### src/rtl/led_mode_defs.vh
// constants for the led driver mode, fault and interrupt register block
`ifndef LED_MODE_DEFS_VH
`define LED_MODE_DEFS_VH

// serial bus address and synchronised input pin indices
`define DEV_ADDR        7'h2a
`define PIN_COUNT       6
`define PIN_IDLE        6'h03
`define PIN_SCL         0
`define PIN_SDA         1
`define PIN_SHORT       2
`define PIN_THERMAL     3
`define PIN_OVP         4
`define PIN_UVLO        5

// register offsets
`define OFS_MODE        8'h01
`define OFS_STATUS      8'h02
`define OFS_IRQ_EN      8'h03

// field positions
`define BIT_INT_CFG     6
`define BIT_ACTIVE      5
`define BIT_DIM         4
`define BIT_GAIN_DIS    3
`define BIT_SYNC_INDEP_SINK_ENABLE      2
`define BIT_BACKLIGHT_ENABLE       0
`define BIT_SHORT       4
`define BIT_THERMAL     3
`define BIT_OVP         2

// writable bit masks and reset value
`define MASK_MODE       8'h7d
`define MASK_FAULT      8'h1c
`define REG_RESET       8'h00

// timing
`define CLK_MHZ         125
`define IRQ_RELEASE_US  50
`define IRQ_RELEASE_CYC (`IRQ_RELEASE_US * `CLK_MHZ)
`define REL_CNT_W       13

`endif

### src/rtl/pin_sync.v
// three-stage input synchroniser with agreement filter
`timescale 1ns/1ps
module pin_sync #(
    parameter IDLE_VAL = 1'b0
) (
    // clock and reset
    input  wire clk_in,
    input  wire resetn_in,
    // pin and filtered level
    input  wire pin_in,
    output wire level_out
);
    reg s1_reg;
    reg s2_reg;
    reg s3_reg;
    reg level_reg;

    always @(posedge clk_in or negedge resetn_in) begin
        if (!resetn_in) begin
            s1_reg    <= IDLE_VAL;
            s2_reg    <= IDLE_VAL;
            s3_reg    <= IDLE_VAL;
            level_reg <= IDLE_VAL;
        end else begin
            s1_reg <= pin_in;
            s2_reg <= s1_reg;
            s3_reg <= s2_reg;
            // change taken once stages two and three agree
            if (s2_reg == s3_reg) begin
                level_reg <= s3_reg;
            end
        end
    end

    assign level_out = level_reg;
endmodule // pin_sync

### src/rtl/led_mode_irq.v
// led driver mode control, fault flags and host interrupt behind a serial slave
//
// Contract
// - cfg 1: release irq 50 us, reassert
// - cfg 0: irq stays while events pending
// - active bit 1 active, else standby
// - hardware sets dim bit on timeout
// - dim takes effect only with backlight enable
// - gain-down disable holds gain until leds off
// - sync bit switches all independent sinks
// - sync bit ignored if per-sink enables set
// - backlight runs only when enabled and active
// - short fault sets status bit 4
// - thermal fault sets status bit 3
// - overvoltage fault sets status bit 2
// - fault flags clear only by writing one
// - enabled pending flag raises host irq
// - disabled fault still flags, no irq
// - reserved bits read as zero
// - reset or undervoltage zeroes all registers
// - slave address 0x2a, bytes 0x54/0x55
`timescale 1ns/1ps
`include "led_mode_defs.vh"
module led_mode_irq #(
    parameter RELEASE_CYCLES = `IRQ_RELEASE_CYC
) (
    // clock and reset
    input  wire       clk_in,
    input  wire       resetn_in,
    // serial bus pins
    input  wire       scl_in,
    input  wire       sda_in,
    output wire       sda_out,
    output wire       sda_oe_out,
    // analog fault detectors and undervoltage lockout
    input  wire       short_det_in,
    input  wire       thermal_det_in,
    input  wire       ovp_det_in,
    input  wire       uvlo_in,
    // backlight and sink logic, same clock
    input  wire       dim_timeout_in,
    input  wire       leds_all_off_in,
    input  wire [6:0] per_sink_enable_in,
    input  wire [6:0] indep_sink_sel_in,
    // controls to the rest of the device
    output wire       active_out,
    output wire       backlight_on_out,
    output wire       dim_active_out,
    output wire       pump_gain_down_allow_out,
    output wire [6:0] indep_sink_on_out,
    // host interrupt
    output wire       irq_n_out
);
    localparam S_IDLE  = 3'd0;
    localparam S_ADDR  = 3'd1;
    localparam S_REG   = 3'd2;
    localparam S_WDATA = 3'd3;
    localparam S_ACK   = 3'd4;
    localparam S_RDATA = 3'd5;
    localparam S_RACK  = 3'd6;

    localparam [`REL_CNT_W-1:0] REL_LOAD = RELEASE_CYCLES[`REL_CNT_W-1:0];
    localparam [`REL_CNT_W-1:0] REL_ZERO = {`REL_CNT_W{1'b0}};
    localparam [`REL_CNT_W-1:0] REL_ONE  = {{(`REL_CNT_W-1){1'b0}}, 1'b1};

    wire [`PIN_COUNT-1:0] pin_raw;
    wire [`PIN_COUNT-1:0] pin_lvl;
    localparam [`PIN_COUNT-1:0] PIN_IDLE_V = `PIN_IDLE;

    assign pin_raw = {uvlo_in, ovp_det_in, thermal_det_in, short_det_in, sda_in, scl_in};

    genvar gi;
    generate
        for (gi = 0; gi < `PIN_COUNT; gi = gi + 1) begin : g_sync
            pin_sync #(
                .IDLE_VAL (PIN_IDLE_V[gi])
            ) u_sync (
                .clk_in    (clk_in),
                .resetn_in (resetn_in),
                .pin_in    (pin_raw[gi]),
                .level_out (pin_lvl[gi])
            );
        end
    endgenerate

    wire scl = pin_lvl[`PIN_SCL];
    wire sda = pin_lvl[`PIN_SDA];
    wire uvlo = pin_lvl[`PIN_UVLO];

    reg                   scl_prev_reg;
    reg                   sda_prev_reg;
    reg [2:0]             st_reg;
    reg [2:0]             nx_reg;
    reg [2:0]             bit_cnt_reg;
    reg [7:0]             shift_reg;
    reg [7:0]             ptr_reg;
    reg                   got_reg;
    reg                   sda_oe_reg;
    reg                   sda_out_reg;
    reg [7:0]             mode_reg;
    reg [7:0]             status_reg;
    reg [7:0]             irq_en_reg;
    reg [`REL_CNT_W-1:0]  rel_cnt_reg;
    reg                   irq_n_reg;
    reg                   active_reg;
    reg                   bl_on_reg;
    reg                   dim_act_reg;
    reg                   gain_allow_reg;
    reg [6:0]             sink_on_reg;

    wire scl_rise = scl & ~scl_prev_reg;
    wire scl_fall = ~scl & scl_prev_reg;
    wire bus_start = scl & scl_prev_reg & sda_prev_reg & ~sda;
    wire bus_stop = scl & scl_prev_reg & ~sda_prev_reg & sda;
    wire [7:0] rx_byte = {shift_reg[6:0], sda};

    // register write strobe on the eighth data bit
    wire wr_stb = scl_rise & (st_reg == S_WDATA) & (bit_cnt_reg == 3'd7);
    wire wr_mode = wr_stb & (ptr_reg == `OFS_MODE);
    wire wr_status = wr_stb & (ptr_reg == `OFS_STATUS);
    wire wr_irq_en = wr_stb & (ptr_reg == `OFS_IRQ_EN);

    // a clear attempt is any one written to a fault flag
    wire clr_try = wr_status & (|(rx_byte & `MASK_FAULT));

    reg [7:0] rd_byte;
    always @* begin
        case (ptr_reg)
            `OFS_MODE:   rd_byte = mode_reg & `MASK_MODE;
            `OFS_STATUS: rd_byte = status_reg & `MASK_FAULT;
            `OFS_IRQ_EN: rd_byte = irq_en_reg & `MASK_FAULT;
            default:     rd_byte = `REG_RESET;
        endcase
    end

    // serial slave
    always @(posedge clk_in or negedge resetn_in) begin
        if (!resetn_in) begin
            scl_prev_reg <= 1'b1;
            sda_prev_reg <= 1'b1;
            st_reg       <= S_IDLE;
            nx_reg       <= S_IDLE;
            bit_cnt_reg  <= 3'd0;
            shift_reg    <= 8'h00;
            ptr_reg      <= 8'h00;
            got_reg      <= 1'b0;
            sda_oe_reg   <= 1'b0;
            sda_out_reg  <= 1'b0;
        end else begin
            scl_prev_reg <= scl;
            sda_prev_reg <= sda;
            sda_out_reg  <= 1'b0;
            if (uvlo) begin
                st_reg     <= S_IDLE;
                ptr_reg    <= 8'h00;
                sda_oe_reg <= 1'b0;
                got_reg    <= 1'b0;
            end else if (bus_start) begin
                st_reg      <= S_ADDR;
                bit_cnt_reg <= 3'd0;
                got_reg     <= 1'b0;
                sda_oe_reg  <= 1'b0;
            end else if (bus_stop) begin
                st_reg     <= S_IDLE;
                sda_oe_reg <= 1'b0;
            end else if (scl_rise) begin
                case (st_reg)
                    S_ADDR, S_REG, S_WDATA: begin
                        shift_reg   <= rx_byte;
                        bit_cnt_reg <= bit_cnt_reg + 3'd1;
                        if (bit_cnt_reg == 3'd7) begin
                            got_reg <= 1'b1;
                        end
                    end
                    S_RACK: begin
                        if (sda) begin
                            st_reg <= S_IDLE;
                        end else begin
                            st_reg <= S_ACK;
                            nx_reg <= S_RDATA;
                        end
                    end
                    default: begin
                        st_reg <= st_reg;
                    end
                endcase
            end else if (scl_fall) begin
                case (st_reg)
                    S_ADDR: begin
                        if (got_reg) begin
                            got_reg <= 1'b0;
                            if (shift_reg[7:1] == `DEV_ADDR) begin
                                sda_oe_reg <= 1'b1;
                                st_reg     <= S_ACK;
                                nx_reg     <= shift_reg[0] ? S_RDATA : S_REG;
                            end else begin
                                st_reg <= S_IDLE;
                            end
                        end
                    end
                    S_REG: begin
                        if (got_reg) begin
                            got_reg    <= 1'b0;
                            ptr_reg    <= shift_reg;
                            sda_oe_reg <= 1'b1;
                            st_reg     <= S_ACK;
                            nx_reg     <= S_WDATA;
                        end
                    end
                    S_WDATA: begin
                        if (got_reg) begin
                            got_reg    <= 1'b0;
                            ptr_reg    <= ptr_reg + 8'h01;
                            sda_oe_reg <= 1'b1;
                            st_reg     <= S_ACK;
                            nx_reg     <= S_WDATA;
                        end
                    end
                    S_ACK: begin
                        bit_cnt_reg <= 3'd0;
                        st_reg      <= nx_reg;
                        if (nx_reg == S_RDATA) begin
                            shift_reg  <= rd_byte;
                            sda_oe_reg <= ~rd_byte[7];
                            ptr_reg    <= ptr_reg + 8'h01;
                        end else begin
                            sda_oe_reg <= 1'b0;
                        end
                    end
                    S_RDATA: begin
                        if (bit_cnt_reg == 3'd7) begin
                            sda_oe_reg <= 1'b0;
                            st_reg     <= S_RACK;
                        end else begin
                            sda_oe_reg  <= ~shift_reg[6];
                            shift_reg   <= {shift_reg[6:0], 1'b0};
                            bit_cnt_reg <= bit_cnt_reg + 3'd1;
                        end
                    end
                    default: begin
                        st_reg <= st_reg;
                    end
                endcase
            end
        end
    end

    // fault set and dim set win over a clear in the same cycle
    wire [7:0] fault_set = {3'b000,
                            pin_lvl[`PIN_SHORT],
                            pin_lvl[`PIN_THERMAL],
                            pin_lvl[`PIN_OVP],
                            2'b00};
    wire [7:0] status_clr = wr_status ? (rx_byte & `MASK_FAULT) : 8'h00;
    wire [7:0] status_next = ((status_reg & ~status_clr) | fault_set) & `MASK_FAULT;

    wire [7:0] mode_wr = wr_mode ? (rx_byte & `MASK_MODE) : mode_reg;
    wire [7:0] mode_next = mode_wr | (dim_timeout_in ? (8'h01 << `BIT_DIM) : 8'h00);

    // registers
    always @(posedge clk_in or negedge resetn_in) begin
        if (!resetn_in) begin
            mode_reg   <= `REG_RESET;
            status_reg <= `REG_RESET;
            irq_en_reg <= `REG_RESET;
        end else if (uvlo) begin
            mode_reg   <= `REG_RESET;
            status_reg <= `REG_RESET;
            irq_en_reg <= `REG_RESET;
        end else begin
            mode_reg   <= mode_next;
            status_reg <= status_next;
            if (wr_irq_en) begin
                irq_en_reg <= rx_byte & `MASK_FAULT;
            end
        end
    end

    // interrupt: pending on enabled flags, optional release window
    wire pending = |(status_next & irq_en_reg);
    wire int_cfg = mode_reg[`BIT_INT_CFG];

    always @(posedge clk_in or negedge resetn_in) begin
        if (!resetn_in) begin
            rel_cnt_reg <= REL_ZERO;
            irq_n_reg   <= 1'b1;
        end else if (uvlo) begin
            rel_cnt_reg <= REL_ZERO;
            irq_n_reg   <= 1'b1;
        end else begin
            if (clr_try && int_cfg) begin
                rel_cnt_reg <= REL_LOAD;
            end else if (rel_cnt_reg != REL_ZERO) begin
                rel_cnt_reg <= rel_cnt_reg - REL_ONE;
            end
            if (int_cfg) begin
                irq_n_reg <= ~(pending & ~(clr_try | (rel_cnt_reg > REL_ONE)));
            end else begin
                irq_n_reg <= ~pending;
            end
        end
    end

    // controls to the device
    wire active = mode_reg[`BIT_ACTIVE];
    wire bl_on = mode_reg[`BIT_BACKLIGHT_ENABLE] & active;
    wire any_sink_en = |per_sink_enable_in;
    wire sis_on = mode_reg[`BIT_SYNC_INDEP_SINK_ENABLE] & active;

    always @(posedge clk_in or negedge resetn_in) begin
        if (!resetn_in) begin
            active_reg     <= 1'b0;
            bl_on_reg      <= 1'b0;
            dim_act_reg    <= 1'b0;
            gain_allow_reg <= 1'b1;
        end else begin
            active_reg     <= active;
            bl_on_reg      <= bl_on;
            dim_act_reg    <= mode_reg[`BIT_DIM] & bl_on;
            gain_allow_reg <= ~mode_reg[`BIT_GAIN_DIS] | leds_all_off_in;
        end
    end

    generate
        for (gi = 0; gi < 7; gi = gi + 1) begin : g_sink
            always @(posedge clk_in or negedge resetn_in) begin
                if (!resetn_in) begin
                    sink_on_reg[gi] <= 1'b0;
                end else if (any_sink_en) begin
                    sink_on_reg[gi] <= indep_sink_sel_in[gi] & per_sink_enable_in[gi]
                                       & active;
                end else begin
                    sink_on_reg[gi] <= indep_sink_sel_in[gi] & sis_on;
                end
            end
        end
    endgenerate

    assign sda_out                  = sda_out_reg;
    assign sda_oe_out               = sda_oe_reg;
    assign active_out               = active_reg;
    assign backlight_on_out         = bl_on_reg;
    assign dim_active_out           = dim_act_reg;
    assign pump_gain_down_allow_out = gain_allow_reg;
    assign indep_sink_on_out        = sink_on_reg;
    assign irq_n_out                = irq_n_reg;
endmodule // led_mode_irq

### config.mk
export PLATFORM = sky130hd
export DESIGN_NAME = led_mode_irq
export DESIGN_NICKNAME = d
export VERILOG_FILES = /design/src/rtl/pin_sync.v /design/src/rtl/led_mode_irq.v
export VERILOG_INCLUDE_DIRS = /design/src /design/src/rtl
export SDC_FILE = /design/constraint.sdc
export NUM_CORES = 1
export LEC_CHECK = 0
export BUFFER_PORTS_ARGS = -buffer_cell sky130_fd_sc_hd__buf_2
export CAP_MARGIN = 5
export CORE_AREA = 2 2 134 104
export DETAILED_ROUTE_END_ITERATION = 6
export DIE_AREA = 0 0 136 106
export GPL_ROUTABILITY_DRIVEN = 0
export GPL_TIMING_DRIVEN = 0
export SYNTH_ARGS = -nofsm -noshare
export SYNTH_HDL_FRONTEND = slang
export SYNTH_SLANG_ARGS = --single-unit
### constraint.sdc
create_clock -name clk_in -period 2.25 [get_ports clk_in]
set_input_delay 0.225 -clock clk_in [delete_from_list [all_inputs] [get_ports clk_in]]
set_output_delay 0.225 -clock clk_in [all_outputs]
set_load 0.1 [all_outputs]
======== After elaboration in Yosys (flattened, before gate mapping) ========
Index checks and enable logic that the tools add are counted.
word-level totals
  register bits ........................... 99
  input port bits ......................... 24
  logic and storage cells ................. 268
operators by class
  add/sub/neg operators ................... 3
  $lt $le $gt $ge ......................... 1
  eq/ne operators ......................... 47
  multiplexer cells ....................... 82
  bitwise operators ....................... 58
  reductions and logical operators ........ 28
operators with widths
  operator               count
  $mux 8                 17
  $mux 3                 25
  $mux 13                3
  $and 1x1->1            38
  $mux 1                 27
  $pmux 8 s3             1
  $pmux 7 s3             1
  $reduce_and 6->1       3
  $eq 8x2->1 const B     2
  $pmux 8 s2             1
  $reduce_and 8->1       2
  $reduce_bool 4->1      4
  $eq 3x3->1 const B     5
  $mux 5                 3
  $ne 3x2->1 const B     5
  $gt 13x1->1 const B    1
  $reduce_bool 13->1     1
  $sub 13x1->13 const B  1
  $ne 3x3->1 const B     4
  $ne 6x5->1 const B     2
  $not 1->1              12
  $pmux 3 s2             2
  $pmux 3 s4             1
  $reduce_bool 3->1      4
  other kinds (35)       54

======== Logic depth before layout (Yosys ltp) ========
Gate-level depths: netlist (run 1).
  word-level depth ........................ 15
  depth in mapped cells ................... 9
  mapped depth without buffers ............ 7

======== Modules after synthesis ========
From an unflattened synthesis (run 1), not the netlist that was laid out.
unflattened totals
  cell total of the unflattened synthesis .. 414
  area total of the unflattened synthesis .. 4384.2 um2
by module, submodules not included
  module                            times used  cells an instance  area an instance (um2)  seq. area each (um2)
  led_mode_irq                      1           384                3706.1                  1656.6
  pin_sync at g_sync[2].u_sync ...  4           5                  111.4                   100.1
  pin_sync at g_sync[0].u_sync ...  2           5                  116.4                   105.1

======== Least setup slack after synthesis (run 1) ========
No wires, ideal clock.
  path type ............................... register to register
  start point ............................. register g_sync[0].u_sync.level_reg
  end point ............................... register st_reg[0]
  setup time .............................. 0.125 ns
  arrival time ............................ 2.184 ns
  setup slack ............................. -0.059 ns
  cell stages (with the launch flop) ...... 7
  buffers on the path ..................... 1
  cell sequence ........................... dfstp_2 ha_1 clkdlybuf4s50_2 a21oi_1 o311ai_0 a21boi_0 mux2_2
between the ends
  cells in the longest elaborated chain, start to end .. 6
  elaborated cells on any way between the ends .. 19
ends and longest elaborated chain
  what                                                line                text
  start: declaration                                  pin_sync.v:16       reg level_reg;
  start signal: assignment                            pin_sync.v:30       level_reg <= s3_reg;
  branches (longest 6 deep; another with $ne 6x5->1)  n/a
  end signal: assignment                              led_mode_irq.v:184  st_reg <= st_reg;
  end signal: assignment                              led_mode_irq.v:221  st_reg <= nx_reg;
  end signal: assignment                              led_mode_irq.v:241  st_reg <= st_reg;
  end: declaration                                    led_mode_irq.v:92   reg [2:0] st_reg;
Several ways; the timed one is not identified.
A chain may end at the register's enable or synchronous reset.

======== Worst setup path in the final report (run 1) ========
  start point ............................. register shift_reg[3]
  end point ............................... register nx_reg[0]
between the ends
  cells in the longest elaborated chain, start to end .. 3
ends and longest elaborated chain
  what                                line                text
  start: declaration                  led_mode_irq.v:95   reg [7:0] shift_reg;
  start signal: assignment            led_mode_irq.v:169  shift_reg <= rx_byte;
  start signal: assignment            led_mode_irq.v:223  shift_reg <= rd_byte;
  start signal: assignment            led_mode_irq.v:236  shift_reg <= {shift_reg[6:0], 1'b0};
  $eq 7x6->1 (no source line)         n/a
  $ne 3x3->1 (no source line)         n/a
  $reduce_and 10->1 (no source line)  n/a
  end signal: assignment              led_mode_irq.v:195  nx_reg <= shift_reg[0] ? S_RDATA : S_REG;
  end: declaration                    led_mode_irq.v:93   reg [2:0] nx_reg;
Every way passes these cells.

==> flow_metrics.tcl, run 1 <==
set metrics [dict create \
    status "completed" \
    hold_end "pump_gain_down_allow_out" \
    dr_total_vias 3479 \
    p_leak_nw 2.51 \
    clock_latency_ns 0.33 \
    drv_slew 0 \
    synth-edff-count 0 \
    clock-sinks 90 \
    drt-initial-drc-count 253 \
    nets 523 \
    yosysUniqueCellTypes 70 \
    crit_arrival_ns 2.40 \
    worstReg2RegStart "shift_reg[3]" \
    synth_xor_xnor_area_share 0.0176 \
    switchingPower_mw 0.988 \
    crit_type "reg -> reg" \
    drt.antenna.violating_nets 0 \
    async_flop_share 1.00 \
    internal_power_mw 2.94 \
    maxSlewHeadroom 0.619 \
    crit_path_end_kind "flip-flop" \
    dieHeight_um 106 \
    power.share.combinational 0.136 \
    ys_warn_count 0 \
    cts_buffers 9 \
    drive_above_1_share 0.248 \
    reg2regPathDepth 5 \
    timing.rr.end "nx_reg[0]" \
    viasPerCell 5.22 \
    clockPowerShare 0.411 \
    wl_mm 10.1 \
    cp_top_family "compound AO/OA/AOI/OAI gates" \
    worstMarginPinSlew_ns 0.564 \
    fin_util 0.412 \
    grt_first_pass_wirelength_mm 17.7 \
    io_pins 38 \
    cts_tree "done" \
    synth_compound_area_frac 0.155 \
    syn_to_final_growth_pct 21.6 \
    hold-worst-slack_ns 0.0803 \
    antenna_found_initial 0 \
    die_x_um 136 \
    muxShareOfSynthArea 0.0589 \
    grt-ovfl-total 0 \
    firstDrtPassIters 7 \
    hp-class "in -> reg" \
    start_kind "flip-flop" \
    finalSetupViolations 0 \
    power_density_nw_per_um2 720 \
    power_frac_seq 0.454 \
    syn_inst 421 \
    path_max_fanout 4 \
    grt_usage 0.153 \
    start_util 0.339 \
    root_buffer "clkbuf_16" \
    fin_skew_ns 0.00421 \
    cp_num_buf_inv 0 \
    synth-simple-area-share 0.173 \
    grt_max_degree 56 \
    cp-startpoint "shift_reg[3]" \
    slowest_stage "a2111o_1" \
    ys_seq_area_frac 0.506 \
    routed_wire_length_per_instance_um 15.2 \
    ys_ff_latch 90 \
    synthesis.nets 457 \
    cts.htree.levels 3 \
    antenna_cells 0 \
    synth_area_um2 4480 \
    cts_buffer_depth 2 \
    holdCritStartpoint "leds_all_off_in" \
    fp.coreArea_um2 13200 \
    min_path_cells 2 \
    fin_crit_sh 0.969 \
    place_area_um2 4910 \
    rrSetupSlack_ns 0.07 \
    cpPeakStageDelay_ns 0.49 \
    synth_top_family_by_area "simple AND/OR/NAND/NOR gates" \
    swShare 0.252 \
    first_global_vias 3425 \
    synth_fa_ha_area_frac 0.0469 \
    dp_hpwl_mm 7.06 \
    syn_area_per_cell_um2 10.7 \
    period_minus_slack_ns 2.18 \
    hold_viol 0 \
    fin_area_um2 5450 \
    fmax_mhz 459 \
    clkTransAtPathRegs_ns 0.06 \
    ir_drop_uv 522 \
    path_cells "nor4b_2 > nand4b_1 > a2111o_1 > a211oi_4 > mux2_2" \
    drc 0 \
    die_area_um2 14400 \
    port_buffers 36 \
    row_count 37 \
    required_ns 2.47 \
    maxCapViolCount 0 \
    synth_ff_type "dfrtp_1" \
    largest_reg_flops 13 \
]
[synthesized netlist by cell type, types with 5 or more instances]
library cell,instances,area share
and2_1,7,0.0098
nor2b_1,5,0.0070
inv_1,16,0.013
nand2_1,30,0.025
nor4_1,6,0.0084
nand3_1,6,0.0067
mux2_2,10,0.025
mux2i_1,14,0.031
dfrtp_1,78,0.44
xnor2_1,8,0.016
maj3_1,6,0.013
ha_1,12,0.033
nor3_1,12,0.013
a21oi_1,22,0.025
o211a_1,7,0.016
dfstp_2,12,0.070
o21ai_0,21,0.023
nor2_1,38,0.032
or3_1,6,0.0084
clkbuf_1,10,0.0084
[power groups by stage]
stage | clock network, mW | logic, mW | registers, mW
after floorplan | 0 | 0.325 | 1.79
after global placement | 0 | 0.458 | 1.81
after detailed placement | 0 | 0.474 | 1.81
after CTS | 1.67 | 0.506 | 1.78
after global routing | 1.72 | 0.592 | 1.79
final | 1.61 | 0.532 | 1.78
[worst max path at each step]
| stage | cells past startpoint | end | slack [ns] |
|---|---|---|---|
| detailed placement | 7 | shift_reg[0] | -0.37 |
| floorplan | 9 | nx_reg[0] | 0.02 |
| finish | 5 | nx_reg[0] | 0.07 |
| global route | 5 | nx_reg[0] | -0.008 |
| global placement | 7 | shift_reg[0] | -0.36 |
| CTS | 9 | nx_reg[0] | 0.003 |
[timing repair]
item                                    in CTS  in global routing
endpoints found under the setup margin      33                 25
hold endpoints to repair                    39                  0
gates resized for setup                     10                 15
setup buffers                                6                  7
pin swaps                                    4                  6
hold buffers                                 7                  0
cloned                                       0                  0
[layout make-up]
cell class / count / area, um2
inverters: 16 / 60.1
clock inverters: 4 / 77.6
fillers: 1276 / 7790
plain buffers: 19 / 124
flip-flops and latches: 90 / 2270
multi-input cells: 294 / 2080
well taps: 175 / 219
repair buffers: 57 / 378
clock buffers: 11 / 243
[layout by cell type (no fill, tap or decap), types with 8 or more instances in the layout]
| cell type | Yosys | layout |
|---|---|---|
| xnor2_1 | 8 | 8 |
| mux2i_1 | 14 | 14 |
| clkbuf_1 | 10 | 8 |
| ha_1 | 12 | 11 |
| nor3_1 | 12 | 12 |
| dfstp_2 | 12 | 12 |
| nor2_1 | 38 | 38 |
| clkbuf_16 | 0 | 9 |
| a21oi_1 | 22 | 22 |
| nand2_1 | 30 | 30 |
| mux2_2 | 10 | 10 |
| inv_1 | 16 | 16 |
| buf_2 | 4 | 39 |
| dfrtp_1 | 78 | 76 |
| o21ai_0 | 21 | 18 |
| buf_4 | 3 | 17 |
[metrics by stage]
| step | setup TNS (ns) | power [mW] | instances | setup WS, ns |
|---|---|---|---|---|
| floorplan | 0 | 2.12 | 421 | 0.0245 |
| detailed placement | -4.47 | 2.29 | 633 | -0.372 |
| global route | -0.00755 | 4.11 | 666 | -0.00755 |
| CTS | 0 | 3.95 | 660 | 0.00289 |
| finish | 0 | 3.92 | 666 | 0.0701 |
| global placement | -3.77 | 2.27 | 632 | -0.362 |
[cells by family (layout without fill, tap and decap cells)]
kind of cell	count (synthesis)	in the layout
AND/OR/NAND/NOR	144	144
XOR/XNOR	9	9
multiplexers	25	25
other	1	1
AO/OA/AOI/OAI	97	97
flip-flops	90	90
adder cells (fa/ha/maj)	18	18
buffers and inverters	37	107
[layer usage]
metal | wire [um] | GRT usage | up-vias
li1 | - | - | 1651
met5 | 0 | 0 | -
met3 | 579 | 0.0339 | 14
met2 | 4280 | 0.217 | 120
met1 | 5130 | 0.234 | 1694
met4 | 111 | 0.0432 | 0
[worst reg2reg max path, delay by kind of cell (launching register included)]
family             cells  cell delay (ns)
and+or+nand+nor        2             0.45
AOI/OAI and AO/OA      2             0.82
DFF                    1             0.44
muxes                  1             0.37
Note: power is estimated with default switching activity, not from simulation.
==> inputs of run 2 (changes only) <==
--- a/config.mk
+++ b/config.mk
@@ -6,11 +6,12 @@
 export SDC_FILE = /design/constraint.sdc
 export NUM_CORES = 1
 export LEC_CHECK = 0
+export ABC_AREA = 1
 export BUFFER_PORTS_ARGS = -buffer_cell sky130_fd_sc_hd__buf_2
 export CAP_MARGIN = 5
-export CORE_AREA = 2 2 134 104
+export CORE_AREA = 2 2 137 106
 export DETAILED_ROUTE_END_ITERATION = 6
-export DIE_AREA = 0 0 136 106
+export DIE_AREA = 0 0 139 108
 export GPL_ROUTABILITY_DRIVEN = 0
 export GPL_TIMING_DRIVEN = 0
 export SYNTH_ARGS = -nofsm -noshare
==> run 2 against run 1 <==
  * Hold slack better by 0.0070 ns
  * First-iteration DRC count increased by 28%
  * Total power up 31%
  * Count of clock-buffer cells in the layout is 1 higher
  * Die area rose by 4.1%
  * Utilization fell by 0.71 points
  * Cell area increased by 0.34%
  * Combinational power rose to 2.8 times the previous value
  * Critical path depth rose by 3
  * Wire length rose by 5.4%
  * Largest cell class unchanged
  * Highest routed layer unchanged
==> flow_metrics.tcl, run 2 <==
set metrics [dict create \
    die_area_um2 15000 \
    fin_skew_ns 0.00536 \
    layout_commonest_cell "nand2_1" \
    yosysUniqueCellTypes 38 \
    wl_mm 10.6 \
    grt_usage 0.151 \
    synth_top_area_frac 0.418 \
    path_max_fanout 10 \
    viasPerCell 4.96 \
    cts_tree "done" \
    cts.htree.levels 3 \
    synth_compound_area_frac 0.0854 \
    muxShareOfSynthArea 0 \
    routed_wire_length_per_instance_um 13.1 \
    required_ns 2.51 \
    post-cts-setup-buffers 0 \
    crit_arrival_ns 2.23 \
    clkTransAtPathRegs_ns 0.06 \
    cts_buffers 9 \
    async_flop_share 1.00 \
    nets 666 \
    syn_inst 575 \
    dieHeight_um 108 \
    period_minus_slack_ns 1.97 \
    hold_buffers 7 \
    hold_viol 0 \
    maxSlewHeadroom 0.538 \
    drt.antenna.violating_nets 0 \
    clock_latency_ns 0.34 \
    fin_crit_sh 0.875 \
    dp_hpwl_mm 7.88 \
    fill_cells 1347 \
    drt-initial-drc-count 324 \
    fin_util 0.405 \
    ys_warn_count 0 \
    start_kind "flip-flop" \
    grt_first_pass_wirelength_mm 18.2 \
    post_cts_resized 0 \
    antenna_found_initial 0 \
    finalSetupViolations 0 \
    synth_area_um2 4670 \
    syn_to_final_growth_pct 17.1 \
    antenna_cells 0 \
    rsz0062_at_grt "no" \
    die_x_um 139 \
    synth_ff_type "dfrtp_1" \
    synth-simple-area-share 0.295 \
    root_buffer "clkbuf_16" \
    fp.coreArea_um2 13500 \
    row_count 37 \
    firstDrtPassIters 5 \
    fmax_mhz 508 \
    synthTopCellsByArea "dfrtp_1 (42%), nand2_1 (9.9%), nand3_1 (7.1%), dfstp_2 (6.7%), nor2_1 (5.5%)" \
    grt-ovfl-total 0 \
    synth_xor_xnor_area_share 0.0131 \
    synth_fa_ha_area_frac 0.0450 \
    power_density_nw_per_um2 938 \
    ys_seq_area_frac 0.485 \
    synth-edff-count 0 \
    crit_path_end_kind "flip-flop" \
    maxCapViolCount 0 \
    cts_buffer_depth 2 \
    start_util 0.346 \
    io_pins 38 \
    drc 0 \
    port_buffers 36 \
    first_global_vias 3725 \
    clock-sinks 90 \
    worstMarginPinSlew_ns 0.693 \
    ys_ff_latch 90 \
    yosysTopAreaCell "dfrtp_1" \
    largest_reg_flops 13 \
    hp-class "in -> reg" \
    synth_common_cells "nand2_1 (123), dfrtp_1 (78), nor2_1 (68)" \
    p_leak_nw 2.65 \
    drive_above_1_share 0.162 \
    final_cell_mix "nand2_1 (123), dfrtp_1 (78), nor2_1 (68), inv_1 (66), nand3_1 (66)" \
    syn_area_per_cell_um2 8.13 \
    synthesis.nets 611 \
    crit_type "reg -> reg" \
    fin_setup_tns_ns 0 \
    status "completed" \
    dr_total_vias 4016 \
    synth_most_common_cell "nand2_1" \
    drv_slew 0 \
    synth_top_family_by_area "simple AND/OR/NAND/NOR gates" \
    grt_max_degree 54 \
    ir_drop_uv 479 \
]
run 2: cell types whose count changed in the layout (fill, tap and decap cells not counted), sizes merged, moves of 8 or more:
cell,previous run,this run
nand2,30,126
nand3,6,71
inv,16,74
nor2,38,75
o21ai,21,45
mux2i,14,0
buf,59,47
mux2,11,0
clkbuf,21,13
xnor2,8,0
run 2: kinds of logic after synthesis:
kind of cell             count (synthesis)
AO/OA/AOI/OAI                           72
XOR/XNOR                                 7
adder cells (fa/ha/maj)                 18
buffers and inverters                   87
flip-flops                              90
other                                    1
AND/OR/NAND/NOR                        300
run 2: per-stage QoR:
| stage | power (mW) | std cells | hold slack [ns] | cell area [um2] | setup slack [ns] |
|---|---|---|---|---|---|
| 4_1_cts | 5.18 | 810 | 0.0835 | 5470 | 0.280 |
| 2_1_floorplan | 3.24 | 575 | -0.0706 | 4670 | 0.560 |
| 3_3_place_gp | 3.59 | 786 | 0.333 | 5070 | 0.118 |
| 3_5_place_dp | 3.63 | 787 | 0.243 | 5100 | 0.303 |
| 5_1_grt | 5.52 | 810 | 0.0796 | 5470 | 0.108 |
| 6_report | 5.13 | 810 | 0.0874 | 5470 | 0.281 |
run 2: worst max-delay path, cell delays in order, from the launching register on:
cell     delay (ns)
dfstp_2        0.54
inv_1          0.04
ha_1           0.23
buf_2          0.21
nor2_1         0.20
nand3_2        0.20
nand2_1        0.26
nand3_1        0.10
o21ai_1        0.10
run 2: final timing paths:
check	slack, ns	depth (start not counted)	to	from
worst max-delay path	0.28	8	ptr_reg[2]	scl_prev_reg
worst min-delay path	0.09	2	pump_gain_down_allow_out	leds_all_off_in
worst max register to register	0.28	8	ptr_reg[2]	scl_prev_reg
worst min register to register	0.35	0	g_sync[3].u_sync.s2_reg	g_sync[3].u_sync.s1_reg
max in group asynchronous	1.18	3	irq_n_out	resetn_in
min in group asynchronous	0.39	2	sda_oe_out	resetn_in
run 2: metal layers:
layer	up-vias	routed length (um)	track usage
met2	114	4470	0.223
met5	-	0	0
met3	7	581	0.0390
li1	1982	-	-
met4	0	91	0.0368
met1	1913	5510	0.221
run 2: cell type report:
| class | instances | area, um2 | area share |
|---|---|---|---|
| inverters | 76 | 285 | 0.0522 |
| well taps | 175 | 219 | 0.0400 |
| repair buffers | 44 | 280 | 0.0512 |
| plain buffers | 11 | 66.3 | 0.0121 |
| multi-input cells | 398 | 2050 | 0.376 |
| clock buffers | 12 | 246 | 0.0451 |
| clock inverters | 4 | 51.3 | 0.00938 |
| flip-flops and latches | 90 | 2270 | 0.414 |
run 2: power breakdown:
group,switching (mW),total [mW],internal [mW]
combinational,0.971,1.51,0.534
sequential,0.243,2.12,1.88
clock,0.611,1.50,0.892
total,1.82,5.13,3.31
